### config.mk
export PLATFORM = sky130hd
export DESIGN_NAME = dss_select
export DESIGN_NICKNAME = d
export VERILOG_FILES = /design/src/inc/dss_pkg.sv /design/src/design/dss_select.sv
export VERILOG_INCLUDE_DIRS = /design/src /design/src/inc
export SDC_FILE = /design/constraint.sdc
export NUM_CORES = 1
export LEC_CHECK = 0
export BUFFER_PORTS_ARGS = -buffer_cell sky130_fd_sc_hd__buf_2
export CAP_MARGIN = 30
export CORE_MARGIN = 2
export CORE_UTILIZATION = 45
export CTS_CLUSTER_DIAMETER = 40
export DETAILED_ROUTE_END_ITERATION = 10
export PLACE_DENSITY = 0.75
export REMOVE_ABC_BUFFERS = 1
export SLEW_MARGIN = 20
export SYNTH_ARGS = -nofsm -noshare
export SYNTH_HDL_FRONTEND = slang
export SYNTH_SLANG_ARGS = --single-unit
### constraint.sdc
create_clock -name pclk -period 10.6 [get_ports pclk]
set_clock_uncertainty 0.2 [all_clocks]
set_input_delay 1.06 -clock pclk [delete_from_list [all_inputs] [get_ports pclk]]
set_output_delay 1.06 -clock pclk [all_outputs]
set_load 0.02 [all_outputs]
### src/inc/dss_regs.svh
// Register offsets, field positions, reset values and codes of the drive select logic
`ifndef DSS_REGS_SVH
`define DSS_REGS_SVH

// Register byte offsets
`define DSS_CTRL_OFF        8'h00
`define DSS_REACH_SET_OFF   8'h04
`define DSS_REACH_BAND_OFF  8'h08
`define DSS_UPPER_OFF       8'h0C
`define DSS_FIRST_OPEN_COLLECTOR_OUTPUT_SEL_OFF    8'h10
`define DSS_SECOND_OPEN_COLLECTOR_OUTPUT_SEL_OFF    8'h14
`define DSS_ST_SEL_OFF      8'h18
`define DSS_IN3_SEL_OFF     8'h1C
`define DSS_IN4_SEL_OFF     8'h20
`define DSS_STATUS_OFF      8'h24

// Control register fields
`define DSS_CTRL_MODE_LSB   0
`define DSS_CTRL_PRIO_BIT   2
`define DSS_CTRL_PANEL_BIT  3
`define DSS_CTRL_STOPALT_BIT 4
`define DSS_CTRL_TSW_BIT    5

// Reset values, frequencies in 0.1 Hz units
`define DSS_CTRL_RST        32'h0000_0008
`define DSS_REACH_SET_RST   16'h0000
`define DSS_REACH_BAND_RST  16'h0019
`define DSS_UPPER_RST       16'h0258
`define DSS_OSEL_RST        7'h00
`define DSS_ISEL_RST        8'h00

// Selection code limits
`define DSS_OSEL_MAX        7'h77
`define DSS_ISEL_MAX        8'h87

// Output selection codes for speed arrival
`define DSS_OSEL_REACH_A    7'h08
`define DSS_OSEL_REACH_B    7'h09

// Input function base codes; base+1 is the inverted-logic twin
`define DSS_FN_JOG          8'h12
`define DSS_FN_INJ          8'h16
`define DSS_FN_FJOG_FWD     8'h32
`define DSS_FN_FJOG_REV     8'h34

`endif

### src/inc/dss_pkg.sv
// Types shared by the drive select logic
package dss_pkg;

	typedef enum logic [1:0] {
		DSS_STBY_STANDARD   = 2'b00,
		DSS_STBY_ALWAYS_ON  = 2'b01,
		DSS_STBY_INTERLOCK  = 2'b10,
		DSS_STBY_RSVD       = 2'b11
	} dss_stby_e;

	typedef logic [15:0] dss_freq_t;

endpackage : dss_pkg

### src/design/dss_select.sv
// Speed arrival, standby interpretation and terminal priority logic with APB registers
`include "dss_regs.svh"

module dss_select (
	// Clock and reset
	input  logic                 pclk,
	input  logic                 presetn,
	// APB slave
	input  logic                 psel,
	input  logic                 penable,
	input  logic                 pwrite,
	input  logic [7:0]           paddr,
	input  logic [31:0]          pwdata,
	output logic [31:0]          prdata,
	output logic                 pready,
	output logic                 pslverr,
	// Drive state
	input  dss_pkg::dss_freq_t   output_freq,
	input  logic                 panel_run_fwd,
	input  logic                 panel_run_rev,
	// Contact inputs, high while closed to common
	input  logic                 standby_terminal,
	input  logic                 fwd_terminal,
	input  logic                 rev_terminal,
	input  logic                 multi_input_three,
	input  logic                 multi_input_four,
	// Open collector outputs, high while transistor conducts
	output logic                 first_open_collector_output,
	output logic                 second_open_collector_output,
	// Commands to the drive core
	output logic                 gate_enable,
	output logic                 run_fwd,
	output logic                 run_rev,
	output logic                 ramp_stop,
	output logic                 jog_cmd,
	output logic                 inj_brake_cmd,
	output logic                 forced_jog_fwd,
	output logic                 forced_jog_rev
);
	import dss_pkg::*;

	logic [31:0] ctrl_q;
	dss_freq_t   reach_set_q;
	dss_freq_t   reach_band_q;
	dss_freq_t   upper_q;
	logic [6:0]  first_open_collector_output_sel_q;
	logic [6:0]  second_open_collector_output_sel_q;
	logic [7:0]  st_sel_q;
	logic [7:0]  in3_sel_q;
	logic [7:0]  in4_sel_q;

	logic        reach_q;
	logic        gate_q;
	logic        fwd_q;
	logic        rev_q;
	logic        ramp_q;
	logic        jog_q;
	logic        inj_q;
	logic        fjf_q;
	logic        fjr_q;
	logic        first_open_collector_output_q;
	logic        second_open_collector_output_q;

	dss_stby_e   mode;
	logic        prio_en;
	logic        panel_mode;
	logic        stop_alt;
	logic        term_op;
	logic        wr_en;
	logic        rd_en;
	logic        addr_ok;
	logic        data_bad;
	logic        reach_d;
	logic        st_free;
	logic        jog_d;
	logic        inj_d;
	logic        fjf_d;
	logic        fjr_d;
	logic        gate_d;
	logic        fwd_d;
	logic        rev_d;
	logic        ramp_d;
	logic [16:0] lo_edge;
	logic [16:0] hi_edge;

	// Function active: base code is positive logic, base+1 negative logic
	function automatic logic fn_hit(input logic [7:0] sel, input logic pin,
		input logic [7:0] base);
		fn_hit = ((sel == base) && pin) || ((sel == base + 8'h01) && !pin);
	endfunction : fn_hit

	// Any of the three inputs carrying a function, the standby pin only while st_en is set
	function automatic logic fn_any(input logic [7:0] base, input logic st_en,
		input logic [7:0] s_st, input logic p_st, input logic [7:0] s3, input logic p3,
		input logic [7:0] s4, input logic p4);
		fn_any = (st_en && fn_hit(s_st, p_st, base)) || fn_hit(s3, p3, base)
			|| fn_hit(s4, p4, base);
	endfunction : fn_any

	// Output terminal drive from its selection code
	function automatic logic out_map(input logic [6:0] sel, input logic reach);
		if (sel == `DSS_OSEL_REACH_A)
			out_map = reach;
		else if (sel == `DSS_OSEL_REACH_B)
			out_map = !reach;
		else
			out_map = 1'b0;
	endfunction : out_map

	assign mode       = dss_stby_e'(ctrl_q[`DSS_CTRL_MODE_LSB +: 2]);
	assign prio_en    = ctrl_q[`DSS_CTRL_PRIO_BIT];
	assign panel_mode = ctrl_q[`DSS_CTRL_PANEL_BIT];
	assign stop_alt   = ctrl_q[`DSS_CTRL_STOPALT_BIT];
	// Terminal operation whenever panel mode is off, or in panel mode by the switch bit the far side drives
	assign term_op    = !panel_mode || ctrl_q[`DSS_CTRL_TSW_BIT];

	// APB decode; the slave answers in the first access cycle, so read data is
	// captured in the setup cycle and already stands at the access edge
	assign pready = 1'b1;
	assign wr_en  = psel && penable && pwrite && addr_ok && !data_bad;
	assign rd_en  = psel && !penable && !pwrite;

	always_comb
	begin
		addr_ok  = 1'b1;
		data_bad = 1'b0;
		case (paddr)
			`DSS_CTRL_OFF:       data_bad = (pwdata[1:0] == 2'b11);
			`DSS_REACH_SET_OFF:  data_bad = (pwdata[15:0] > upper_q) || |pwdata[31:16];
			`DSS_REACH_BAND_OFF: data_bad = (pwdata[15:0] > upper_q) || |pwdata[31:16];
			`DSS_UPPER_OFF:      data_bad = |pwdata[31:16];
			`DSS_FIRST_OPEN_COLLECTOR_OUTPUT_SEL_OFF:   data_bad = (pwdata > {25'h0, `DSS_OSEL_MAX});
			`DSS_SECOND_OPEN_COLLECTOR_OUTPUT_SEL_OFF:   data_bad = (pwdata > {25'h0, `DSS_OSEL_MAX});
			`DSS_ST_SEL_OFF:     data_bad = (pwdata > {24'h0, `DSS_ISEL_MAX});
			`DSS_IN3_SEL_OFF:    data_bad = (pwdata > {24'h0, `DSS_ISEL_MAX});
			`DSS_IN4_SEL_OFF:    data_bad = (pwdata > {24'h0, `DSS_ISEL_MAX});
			`DSS_STATUS_OFF:     data_bad = 1'b0;
			default:             addr_ok  = 1'b0;
		endcase
	end

	// Out-of-range values are refused whole rather than clipped
	assign pslverr = psel && penable && (!addr_ok || (pwrite && data_bad));

	always_ff @(posedge pclk or negedge presetn)
	begin
		if (!presetn)
		begin
			ctrl_q       <= `DSS_CTRL_RST;
			reach_set_q  <= `DSS_REACH_SET_RST;
			reach_band_q <= `DSS_REACH_BAND_RST;
			upper_q      <= `DSS_UPPER_RST;
			first_open_collector_output_sel_q   <= `DSS_OSEL_RST;
			second_open_collector_output_sel_q   <= `DSS_OSEL_RST;
			st_sel_q     <= `DSS_ISEL_RST;
			in3_sel_q    <= `DSS_ISEL_RST;
			in4_sel_q    <= `DSS_ISEL_RST;
		end
		else if (wr_en)
		begin
			case (paddr)
				`DSS_CTRL_OFF:       ctrl_q       <= {26'h0, pwdata[5:0]};
				`DSS_REACH_SET_OFF:  reach_set_q  <= pwdata[15:0];
				`DSS_REACH_BAND_OFF: reach_band_q <= pwdata[15:0];
				`DSS_UPPER_OFF:      upper_q      <= pwdata[15:0];
				`DSS_FIRST_OPEN_COLLECTOR_OUTPUT_SEL_OFF:   first_open_collector_output_sel_q   <= pwdata[6:0];
				`DSS_SECOND_OPEN_COLLECTOR_OUTPUT_SEL_OFF:   second_open_collector_output_sel_q   <= pwdata[6:0];
				`DSS_ST_SEL_OFF:     st_sel_q     <= pwdata[7:0];
				`DSS_IN3_SEL_OFF:    in3_sel_q    <= pwdata[7:0];
				`DSS_IN4_SEL_OFF:    in4_sel_q    <= pwdata[7:0];
				default:             ctrl_q       <= ctrl_q;
			endcase
		end
	end

	always_ff @(posedge pclk or negedge presetn)
	begin
		if (!presetn)
			prdata <= 32'h0000_0000;
		else if (rd_en)
		begin
			case (paddr)
				`DSS_CTRL_OFF:       prdata <= ctrl_q;
				`DSS_REACH_SET_OFF:  prdata <= {16'h0000, reach_set_q};
				`DSS_REACH_BAND_OFF: prdata <= {16'h0000, reach_band_q};
				`DSS_UPPER_OFF:      prdata <= {16'h0000, upper_q};
				`DSS_FIRST_OPEN_COLLECTOR_OUTPUT_SEL_OFF:   prdata <= {25'h0, first_open_collector_output_sel_q};
				`DSS_SECOND_OPEN_COLLECTOR_OUTPUT_SEL_OFF:   prdata <= {25'h0, second_open_collector_output_sel_q};
				`DSS_ST_SEL_OFF:     prdata <= {24'h0, st_sel_q};
				`DSS_IN3_SEL_OFF:    prdata <= {24'h0, in3_sel_q};
				`DSS_IN4_SEL_OFF:    prdata <= {24'h0, in4_sel_q};
				`DSS_STATUS_OFF:     prdata <= {21'h0, second_open_collector_output_q, first_open_collector_output_q, fjr_q, fjf_q, inj_q,
					jog_q, ramp_q, rev_q, fwd_q, gate_q, reach_q};
				default:             prdata <= 32'h0000_0000;
			endcase
		end
	end

	// Band edges in 17 bits so the upper edge cannot wrap
	assign hi_edge = {1'b0, reach_set_q} + {1'b0, reach_band_q};
	assign lo_edge = (reach_band_q > reach_set_q) ? 17'h0_0000
		: {1'b0, reach_set_q} - {1'b0, reach_band_q};
	assign reach_d = ({1'b0, output_freq} >= lo_edge) && ({1'b0, output_freq} <= hi_edge);

	// The standby pin is a general input only in always-on mode
	assign st_free = (mode == DSS_STBY_ALWAYS_ON);

	always_comb
	begin
		jog_d = 1'b0;
		inj_d = 1'b0;
		fjf_d = 1'b0;
		fjr_d = 1'b0;
		if (term_op || prio_en)
		begin
			jog_d = fn_any(`DSS_FN_JOG, st_free, st_sel_q, standby_terminal, in3_sel_q,
				multi_input_three, in4_sel_q, multi_input_four);
			// Priority for these three is withdrawn under the alternate stop pattern
			if (term_op || !stop_alt)
			begin
				inj_d = fn_any(`DSS_FN_INJ, st_free, st_sel_q, standby_terminal,
					in3_sel_q, multi_input_three, in4_sel_q, multi_input_four);
				fjf_d = fn_any(`DSS_FN_FJOG_FWD, st_free, st_sel_q, standby_terminal,
					in3_sel_q, multi_input_three, in4_sel_q, multi_input_four);
				fjr_d = fn_any(`DSS_FN_FJOG_REV, st_free, st_sel_q, standby_terminal,
					in3_sel_q, multi_input_three, in4_sel_q, multi_input_four);
			end
		end
	end

	always_comb
	begin
		fwd_d = term_op ? fwd_terminal : panel_run_fwd;
		rev_d = term_op ? rev_terminal : panel_run_rev;
		if (fwd_d && rev_d)
		begin
			fwd_d = 1'b0;
			rev_d = 1'b0;
		end
		case (mode)
			DSS_STBY_STANDARD:  gate_d = standby_terminal;
			DSS_STBY_ALWAYS_ON: gate_d = 1'b1;
			DSS_STBY_INTERLOCK: gate_d = fwd_terminal || rev_terminal;
			default:            gate_d = 1'b0;
		endcase
		// Ramp stop only where gates stay on and no run is asked for
		ramp_d = (mode == DSS_STBY_ALWAYS_ON) && !(fwd_d || rev_d || jog_d || fjf_d || fjr_d);
		if (!gate_d)
		begin
			fwd_d = 1'b0;
			rev_d = 1'b0;
		end
	end

	// One register stage, refreshed every cycle with no hold-over
	always_ff @(posedge pclk or negedge presetn)
	begin
		if (!presetn)
		begin
			reach_q <= 1'b0;
			gate_q  <= 1'b0;
			fwd_q   <= 1'b0;
			rev_q   <= 1'b0;
			ramp_q  <= 1'b0;
			jog_q   <= 1'b0;
			inj_q   <= 1'b0;
			fjf_q   <= 1'b0;
			fjr_q   <= 1'b0;
			first_open_collector_output_q  <= 1'b0;
			second_open_collector_output_q  <= 1'b0;
		end
		else
		begin
			reach_q <= reach_d;
			gate_q  <= gate_d;
			fwd_q   <= fwd_d;
			rev_q   <= rev_d;
			ramp_q  <= ramp_d;
			jog_q   <= jog_d && gate_d;
			inj_q   <= inj_d;
			fjf_q   <= fjf_d && gate_d;
			fjr_q   <= fjr_d && gate_d;
			first_open_collector_output_q  <= out_map(first_open_collector_output_sel_q, reach_d);
			second_open_collector_output_q  <= out_map(second_open_collector_output_sel_q, reach_d);
		end
	end

	assign first_open_collector_output  = first_open_collector_output_q;
	assign second_open_collector_output = second_open_collector_output_q;
	assign gate_enable    = gate_q;
	assign run_fwd        = fwd_q;
	assign run_rev        = rev_q;
	assign ramp_stop      = ramp_q;
	assign jog_cmd        = jog_q;
	assign inj_brake_cmd  = inj_q;
	assign forced_jog_fwd = fjf_q;
	assign forced_jog_rev = fjr_q;

	reach_window_a: assert property (@(posedge pclk) disable iff (!presetn)
		presetn |=> (reach_q == (({1'b0, $past(output_freq)} + {1'b0, $past(reach_band_q)}
		>= {1'b0, $past(reach_set_q)}) && ({1'b0, $past(output_freq)}
		<= {1'b0, $past(reach_set_q)} + {1'b0, $past(reach_band_q)}))))
		else $error("arrival flag disagrees with band");

	out_polarity_a: assert property (@(posedge pclk) disable iff (!presetn)
		(second_open_collector_output_sel_q == `DSS_OSEL_REACH_B) ##1 (second_open_collector_output_sel_q == `DSS_OSEL_REACH_B)
		|-> (second_open_collector_output != reach_q))
		else $error("closed-polarity output not inverted");

	std_coast_a: assert property (@(posedge pclk) disable iff (!presetn)
		(mode == DSS_STBY_STANDARD && !standby_terminal) |=> !gate_enable && !run_fwd)
		else $error("gate not off with standby open");

	always_on_a: assert property (@(posedge pclk) disable iff (!presetn)
		(mode == DSS_STBY_ALWAYS_ON) |=> gate_enable)
		else $error("always-on mode lost standby");

	ramp_stop_a: assert property (@(posedge pclk) disable iff (!presetn)
		ramp_stop |-> gate_enable && !run_fwd && !run_rev)
		else $error("ramp stop without gates on");

	interlock_run_a: assert property (@(posedge pclk) disable iff (!presetn)
		(mode == DSS_STBY_INTERLOCK && !fwd_terminal && !rev_terminal)
		|=> !gate_enable ##0 !forced_jog_fwd)
		else $error("interlock did not coast");

	panel_wins_a: assert property (@(posedge pclk) disable iff (!presetn)
		(!term_op && !prio_en) |=> !jog_cmd && !inj_brake_cmd && !forced_jog_rev)
		else $error("terminal command passed without priority");

	prio_jog_a: assert property (@(posedge pclk) disable iff (!presetn)
		(prio_en && mode == DSS_STBY_STANDARD && standby_terminal
		&& in4_sel_q == `DSS_FN_JOG && multi_input_four) |=> jog_cmd)
		else $error("prioritised jog not issued");

	stop_alt_a: assert property (@(posedge pclk) disable iff (!presetn)
		(!term_op && stop_alt) |=> !inj_brake_cmd && !forced_jog_fwd)
		else $error("priority kept under alternate stop");

endmodule : dss_select

-- After elaboration in Yosys (flattened, before gate mapping)
Cells that the tools add are included.
- add/subtract/negate cells: 2
- magnitude comparators: 6
- eq/ne operators: 40
- mux-type cells: 22
- reductions and logical operators: 99
- operator list (operator ; count):
    $pmux W16 S10 ; 1
    $eq A8 B5 Y1 const B ; 16
    $eq A8 B6 Y1 const B ; 14
    $logic_and A1 B1 Y1 ; 42
    $gt A16 B16 Y1 ; 2
    $gt A32 B7 Y1 const B ; 1
    $gt A32 B8 Y1 const B ; 1
    $logic_or A1 B1 Y1 ; 30
    $eq A7 B4 Y1 const B ; 4
    $mux W1 ; 18
    $reduce_and A2 Y1 ; 9
    $add A16 B16 Y17 ; 1
    $ge A16 B17 Y1 ; 1
    $le A16 B17 Y1 ; 1
    $mux W17 ; 1
    $sub A16 B16 Y17 ; 1
    $eq A8 B4 Y1 const B ; 2
    $reduce_or A16 Y1 ; 1
    $logic_not A1 Y1 ; 11
    $reduce_or A10 Y1 ; 1
    $eq A8 B3 Y1 const B ; 1
    $logic_not A8 Y1 ; 1
    $pmux W1 S5 ; 1
    $eq A2 B2 Y1 const B ; 2
    5 further kinds ; 6
- bits in registers: 135
- bits of input ports: 68
- output and inout port bits: 44
- logic and storage cells: 190

-- Longest topological paths before layout
- depth after elaboration: 12
- mapped depth: 19
- depth with buffers taken out: 19

-- Worst setup path before layout
OpenSTA, ideal clock, no wires.
- path type: reg2reg
- from: reg reach_set_q[5]
- to: reg first_open_collector_output_q, in the netlist first_open_collector_output
- setup time: 101 ps
- data arrival time: 3972 ps
- required time: 10299 ps
- setup slack: 6327 ps
- stages on the path, launching flop included: 19
- buffers on the path: 1
- clock period less this slack: 4273 ps
- cells stage by stage: dfrtp_1 > ha_1 > clkbuf_1 > nor2b_1 > or4b_2 > o221ai_1 > o311a_1 > nor2_1 > nor2_1 > o21bai_1 > xor2_1 > ha_1 > a21o_1 > a211oi_1 > nand2_1 > o221a_2 > a221o_1 > xor2_1 > nor4_1
- cells in the longest elaborated chain, start to end: 7
- elaborated cells between the ends (all ways): 10
- those cells by class: add/sub (2); order compare (3); mux (3); reduce/logical (2)
- RTL lines (item ; line ; source):
    from (decl) ; dss_select.sv:43 ; dss_freq_t reach_set_q;
    from (signal assigned) ; dss_select.sv:150 ; reach_set_q <= `DSS_REACH_SET_RST;
    from (signal assigned) ; dss_select.sv:163 ; `DSS_REACH_SET_OFF: reach_set_q <= pwdata[15:0];
    $sub A16 B16 Y17 or $gt A16 B16 Y1 (tied branches) ; dss_select.sv:202, dss_select.sv:201 ;
    $mux W17 ; dss_select.sv:201 ; assign lo_edge = (reach_band_q > reach_set_q) ? 17'h0_0000
    $ge A16 B17 Y1 ; dss_select.sv:203 ; assign reach_d = ({1'b0, output_freq} >= lo_edge) && ({1'b0, output_freq} <= hi_edge);
    $logic_and A1 B1 Y1 (*) ; dss_select.sv:203 ;
    $logic_not A1 Y1 ; dss_select.sv:105 ; out_map = !reach;
    $mux W1 ; dss_select.sv:104 ; else if (sel == `DSS_OSEL_REACH_B)
    $mux W1 (*) ; dss_select.sv:102 ; if (sel == `DSS_OSEL_REACH_A)
    to (signal assigned) ; dss_select.sv:283 ; first_open_collector_output_q <= out_map(first_open_collector_output_sel_q, reach_d);
    to (decl) ; dss_select.sv:61 ; logic first_open_collector_output_q;
Every way passes the cells marked *; elsewhere a longest branch is shown, timed or not.
A chain may end at the register's enable or synchronous reset.

-- Worst setup path in the final report
- from: reg reach_band_q[5]
- to: reg second_open_collector_output_q, in the netlist second_open_collector_output
- cells in the longest elaborated chain, start to end: 7
- elaborated cells between the ends (all ways): 10
- those cells by class: add/sub (2); order compare (3); mux (3); reduce/logical (2)
- RTL lines (item ; line ; source):
    from (decl) ; dss_select.sv:44 ; dss_freq_t reach_band_q;
    from (signal assigned) ; dss_select.sv:151 ; reach_band_q <= `DSS_REACH_BAND_RST;
    from (signal assigned) ; dss_select.sv:164 ; `DSS_REACH_BAND_OFF: reach_band_q <= pwdata[15:0];
    $sub A16 B16 Y17 or $gt A16 B16 Y1 (tied branches) ; dss_select.sv:202, dss_select.sv:201 ;
    $mux W17 ; dss_select.sv:201 ;
    $ge A16 B17 Y1 ; dss_select.sv:203 ;
    $logic_and A1 B1 Y1 (*) ; dss_select.sv:203 ;
    $logic_not A1 Y1 ; dss_select.sv:105 ;
    $mux W1 ; dss_select.sv:104 ;
    $mux W1 (*) ; dss_select.sv:102 ;
    to (signal assigned) ; dss_select.sv:284 ; second_open_collector_output_q <= out_map(second_open_collector_output_sel_q, reach_d);
    to (decl) ; dss_select.sv:62 ; logic second_open_collector_output_q;
Marked as above.

==> results.py <==
metrics = {
    "outcome": {
        "outcome": "complete, no violations",
    },
    "floorplan": {
        "core_area_um2": 18600,
        "die_y_um": 141,
        "ioPinCount": 112,
        "num_rows": 50,
        "initial_utilization_pct": 45.5,
        "die_area_um2": 19900,
        "die_w_um": 141,
    },
    "worst_setup_path": {
        "cpPeakStageDelay_ns": 0.62,
        "crit_type": "reg -> reg",
        "crit_path_end_kind": "flop",
        "cp_data_arrival_time_ns": 4.87,
        "worstPathMaxFanout": 10,
        "cp-start-kind": "flop",
        "required_ns": 10.72,
        "cp_cell_sequence": "inv_1, ha_1, nor2b_1, or4b_2, o221ai_1, o311a_1, nor2_1, nor2_1, o21bai_1, xor2_1, ha_1, a21o_1, a211oi_1, nand2_1, o221a_2, a221o_1, xor2_1, nor4_1",
        "critPathSlowestCell": "or4b_2",
    },
    "clock_network": {
        "cts_tree": "done",
        "cts_buffer_depth": 2,
        "clk_pin_slew_ns": 0.06,
        "cts_sinks": 119,
        "clk_latency_ns": 0.42,
        "cts_setup_buffers": 0,
        "hold_buffers": 0,
        "htreeDepth": 4,
        "cts-root-buf": "clkbuf_16",
        "cts_buffers": 17,
        "cts_resized": 0,
    },
    "job": {
        "maxCapViolations": 0,
    },
    "pwr": {
        "vdd.ir_drop.worst_v": 0.000126,
        "p_leak_nw": 4.52,
        "total_power_w": 0.00126,
        "p_per_area_nw_per_um2": 130,
    },
    "finish": {
        "layout_common_cells": "dfrtp_1, buf_2, ha_1",
        "layout-drive-gt1-share_pct": 27.4,
        "nets": 1068,
        "syn_to_final_growth_pct": 14.8,
        "final_common_cell": "dfrtp_1",
        "nFillCells": 1636,
        "diodes": 0,
    },
    "synth": {
        "synthCells": 827,
        "synth_edf_count": 0,
        "synth_area_um2": 8450,
        "synth_seq_cells": 119,
        "synth.distinct_cells": 75,
        "yosysWarningCount": 0,
        "ys_seq_area_share_pct": 35.4,
        "avgSynthCellArea_um2": 10.2,
        "async_flop_share_pct": 100,
        "ys.flop_type": "dfrtp_1",
    },
    "grt": {
        "grt_pass1_wl_um": 35800,
        "antenna_found_initial": 0,
        "grt_max_degree": 55,
        "grt_pass1_vias": 6627,
        "track_usage_pct": 23.0,
        "grt_overflow_total": 0,
    },
    "routing": {
        "ant_nets": 0,
        "drt_iter0_drc": 528,
        "via_count": 6891,
        "firstDrtPassIters": 5,
        "vias_per_cell": 5.93,
        "avgRoutedWirePerCell_um": 19.5,
        "drcViolationCount": 0,
        "drt-total-wl_um": 22700,
    },
    "timing": {
        "setup_viol": 0,
        "clock.fmax_mhz": 210,
        "slew_headroom_pct": 32.1,
        "hold_viol_final": 0,
        "rsz0062_at_grt": "false",
        "timing.setup.tns_ns": 0,
        "finalWorstSetupSlack_ns": 5.84,
        "finalCritPeriodShare_pct": 44.9,
        "period_minus_slack_ns": 4.76,
        "drv_slew": 0,
        "tightest_slew_ns": 1.02,
    },
    "placement": {
        "port_buffers": 94,
        "place_ws_ns": 5.77,
        "dp_hpwl_um": 17100,
        "place.gp.congestion": 0.924,
    },
    "hold_path": {
        "hold_class": "reg -> reg",
    },
}
cell usage after synthesis, types with 11 or more instances:
master    instances  area, µm²
a31oi_1          12       75.1
nor4_1           11       68.8
nor2_1           63        236
inv_1            52        195
nor2b_1          14       87.6
a21o_1           14        105
o21ai_0          22        110
dfrtp_1         111       2780
a22oi_1          21        158
a221oi_1         17        149
a21oi_1          40        200
ha_1             82       1030
mux2_2           81        912
nand2_1          37        139
xnor2_1          21        184
clkbuf_1         26       97.6
xor2_1           12        105
buf_4            21        158
flip-flops by register name, summed over array words and instances, names as in the netlist, 6 cells and up:
| signal | cells |
|---|---|
| reach_set_q | 16 |
| ctrl_q | 6 |
| st_sel_q | 8 |
| in4_sel_q | 8 |
| prdata | 16 |
| second_open_collector_output_sel_q | 7 |
| upper_q | 16 |
| reach_band_q | 16 |
| in3_sel_q | 8 |
| first_open_collector_output_sel_q | 7 |
path summary, 6_finish.rpt:
kind	from	to	slack, ns	depth (start not counted)
max	reach_band_q[5]$_DFFE_PN0P_	second_open_collector_output$_DFF_PN0_	5.84	18
min	second_open_collector_output_sel_q[1]$_DFFE_PN0P_	second_open_collector_output$_DFF_PN0_	0.26	1
max reg2reg	reach_band_q[5]$_DFFE_PN0P_	second_open_collector_output$_DFF_PN0_	5.84	18
min reg2reg	second_open_collector_output_sel_q[1]$_DFFE_PN0P_	second_open_collector_output$_DFF_PN0_	0.26	1
max in group asynchronous	presetn	upper_q[9]$_DFFE_PN1P_	8.67	3
min in group asynchronous	presetn	in4_sel_q[2]$_DFFE_PN0P_	0.38	1
kinds of logic after synthesis:
logic type,count (synthesis),synth area share (%)
flops,119,35.4
simple gates,208,14.2
compound gates,186,15.9
fa+ha+maj,84,12.6
buf+inv,102,5.74
xor+xnor,33,3.42
other cells,2,0.0889
mux,93,12.7
metal layers:
layer  global-route usage (%)  vias to the layer above  wire length, µm
met2                     37.7                      249            10900
met1                     30.7                     3420             9770
li1                         -                     3187                -
met5                        0                        -                0
met4                     7.32                        0              537
met3                     4.93                       35             1520
worst max-delay path: cells and delay by family, from the launching register on:
kind            cells  cell delay (ns)
buf+inv             1             0.07
fa+ha+maj           2             0.79
compound gates      7             1.69
simple gates        6             1.16
flops               1             0.41
xor+xnor            2             0.33
final cells by class:
cell class,count,area [µm²],share of cell area (%)
clock buffers,21,460,4.75
multi-input cells,621,5040,51.9
repair buffers,105,579,5.97
inverters,52,195,2.01
well taps,234,293,3.02
flip-flops and latches,119,2990,30.8
clock inverters,11,146,1.51
stage by stage:
stage / std cells / util [%] / area [µm²] / hold slack (ns)
6_report: 1163 / 52.2 / 9700 / 0.263
5_1_grt: 1163 / 52.2 / 9700 / 0.293
4_1_cts: 1161 / 52.1 / 9690 / 0.266
3_5_place_dp: 1129 / 48.9 / 9080 / 0.258
3_3_place_gp: 1126 / 48.6 / 9030 / 0.262
2_1_floorplan: 792 / - / 8220 / 0.227
power breakdown:
part           switching [W]  leakage, nW  internal (W)  total [W]
clock               0.000208        0.294      0.000382   0.000590
combinational       0.000115         2.64     0.0000751   0.000190
sequential         0.0000104         1.58      0.000469   0.000479
total               0.000334         4.52      0.000926    0.00126
(Power assumes the default switching activity.)
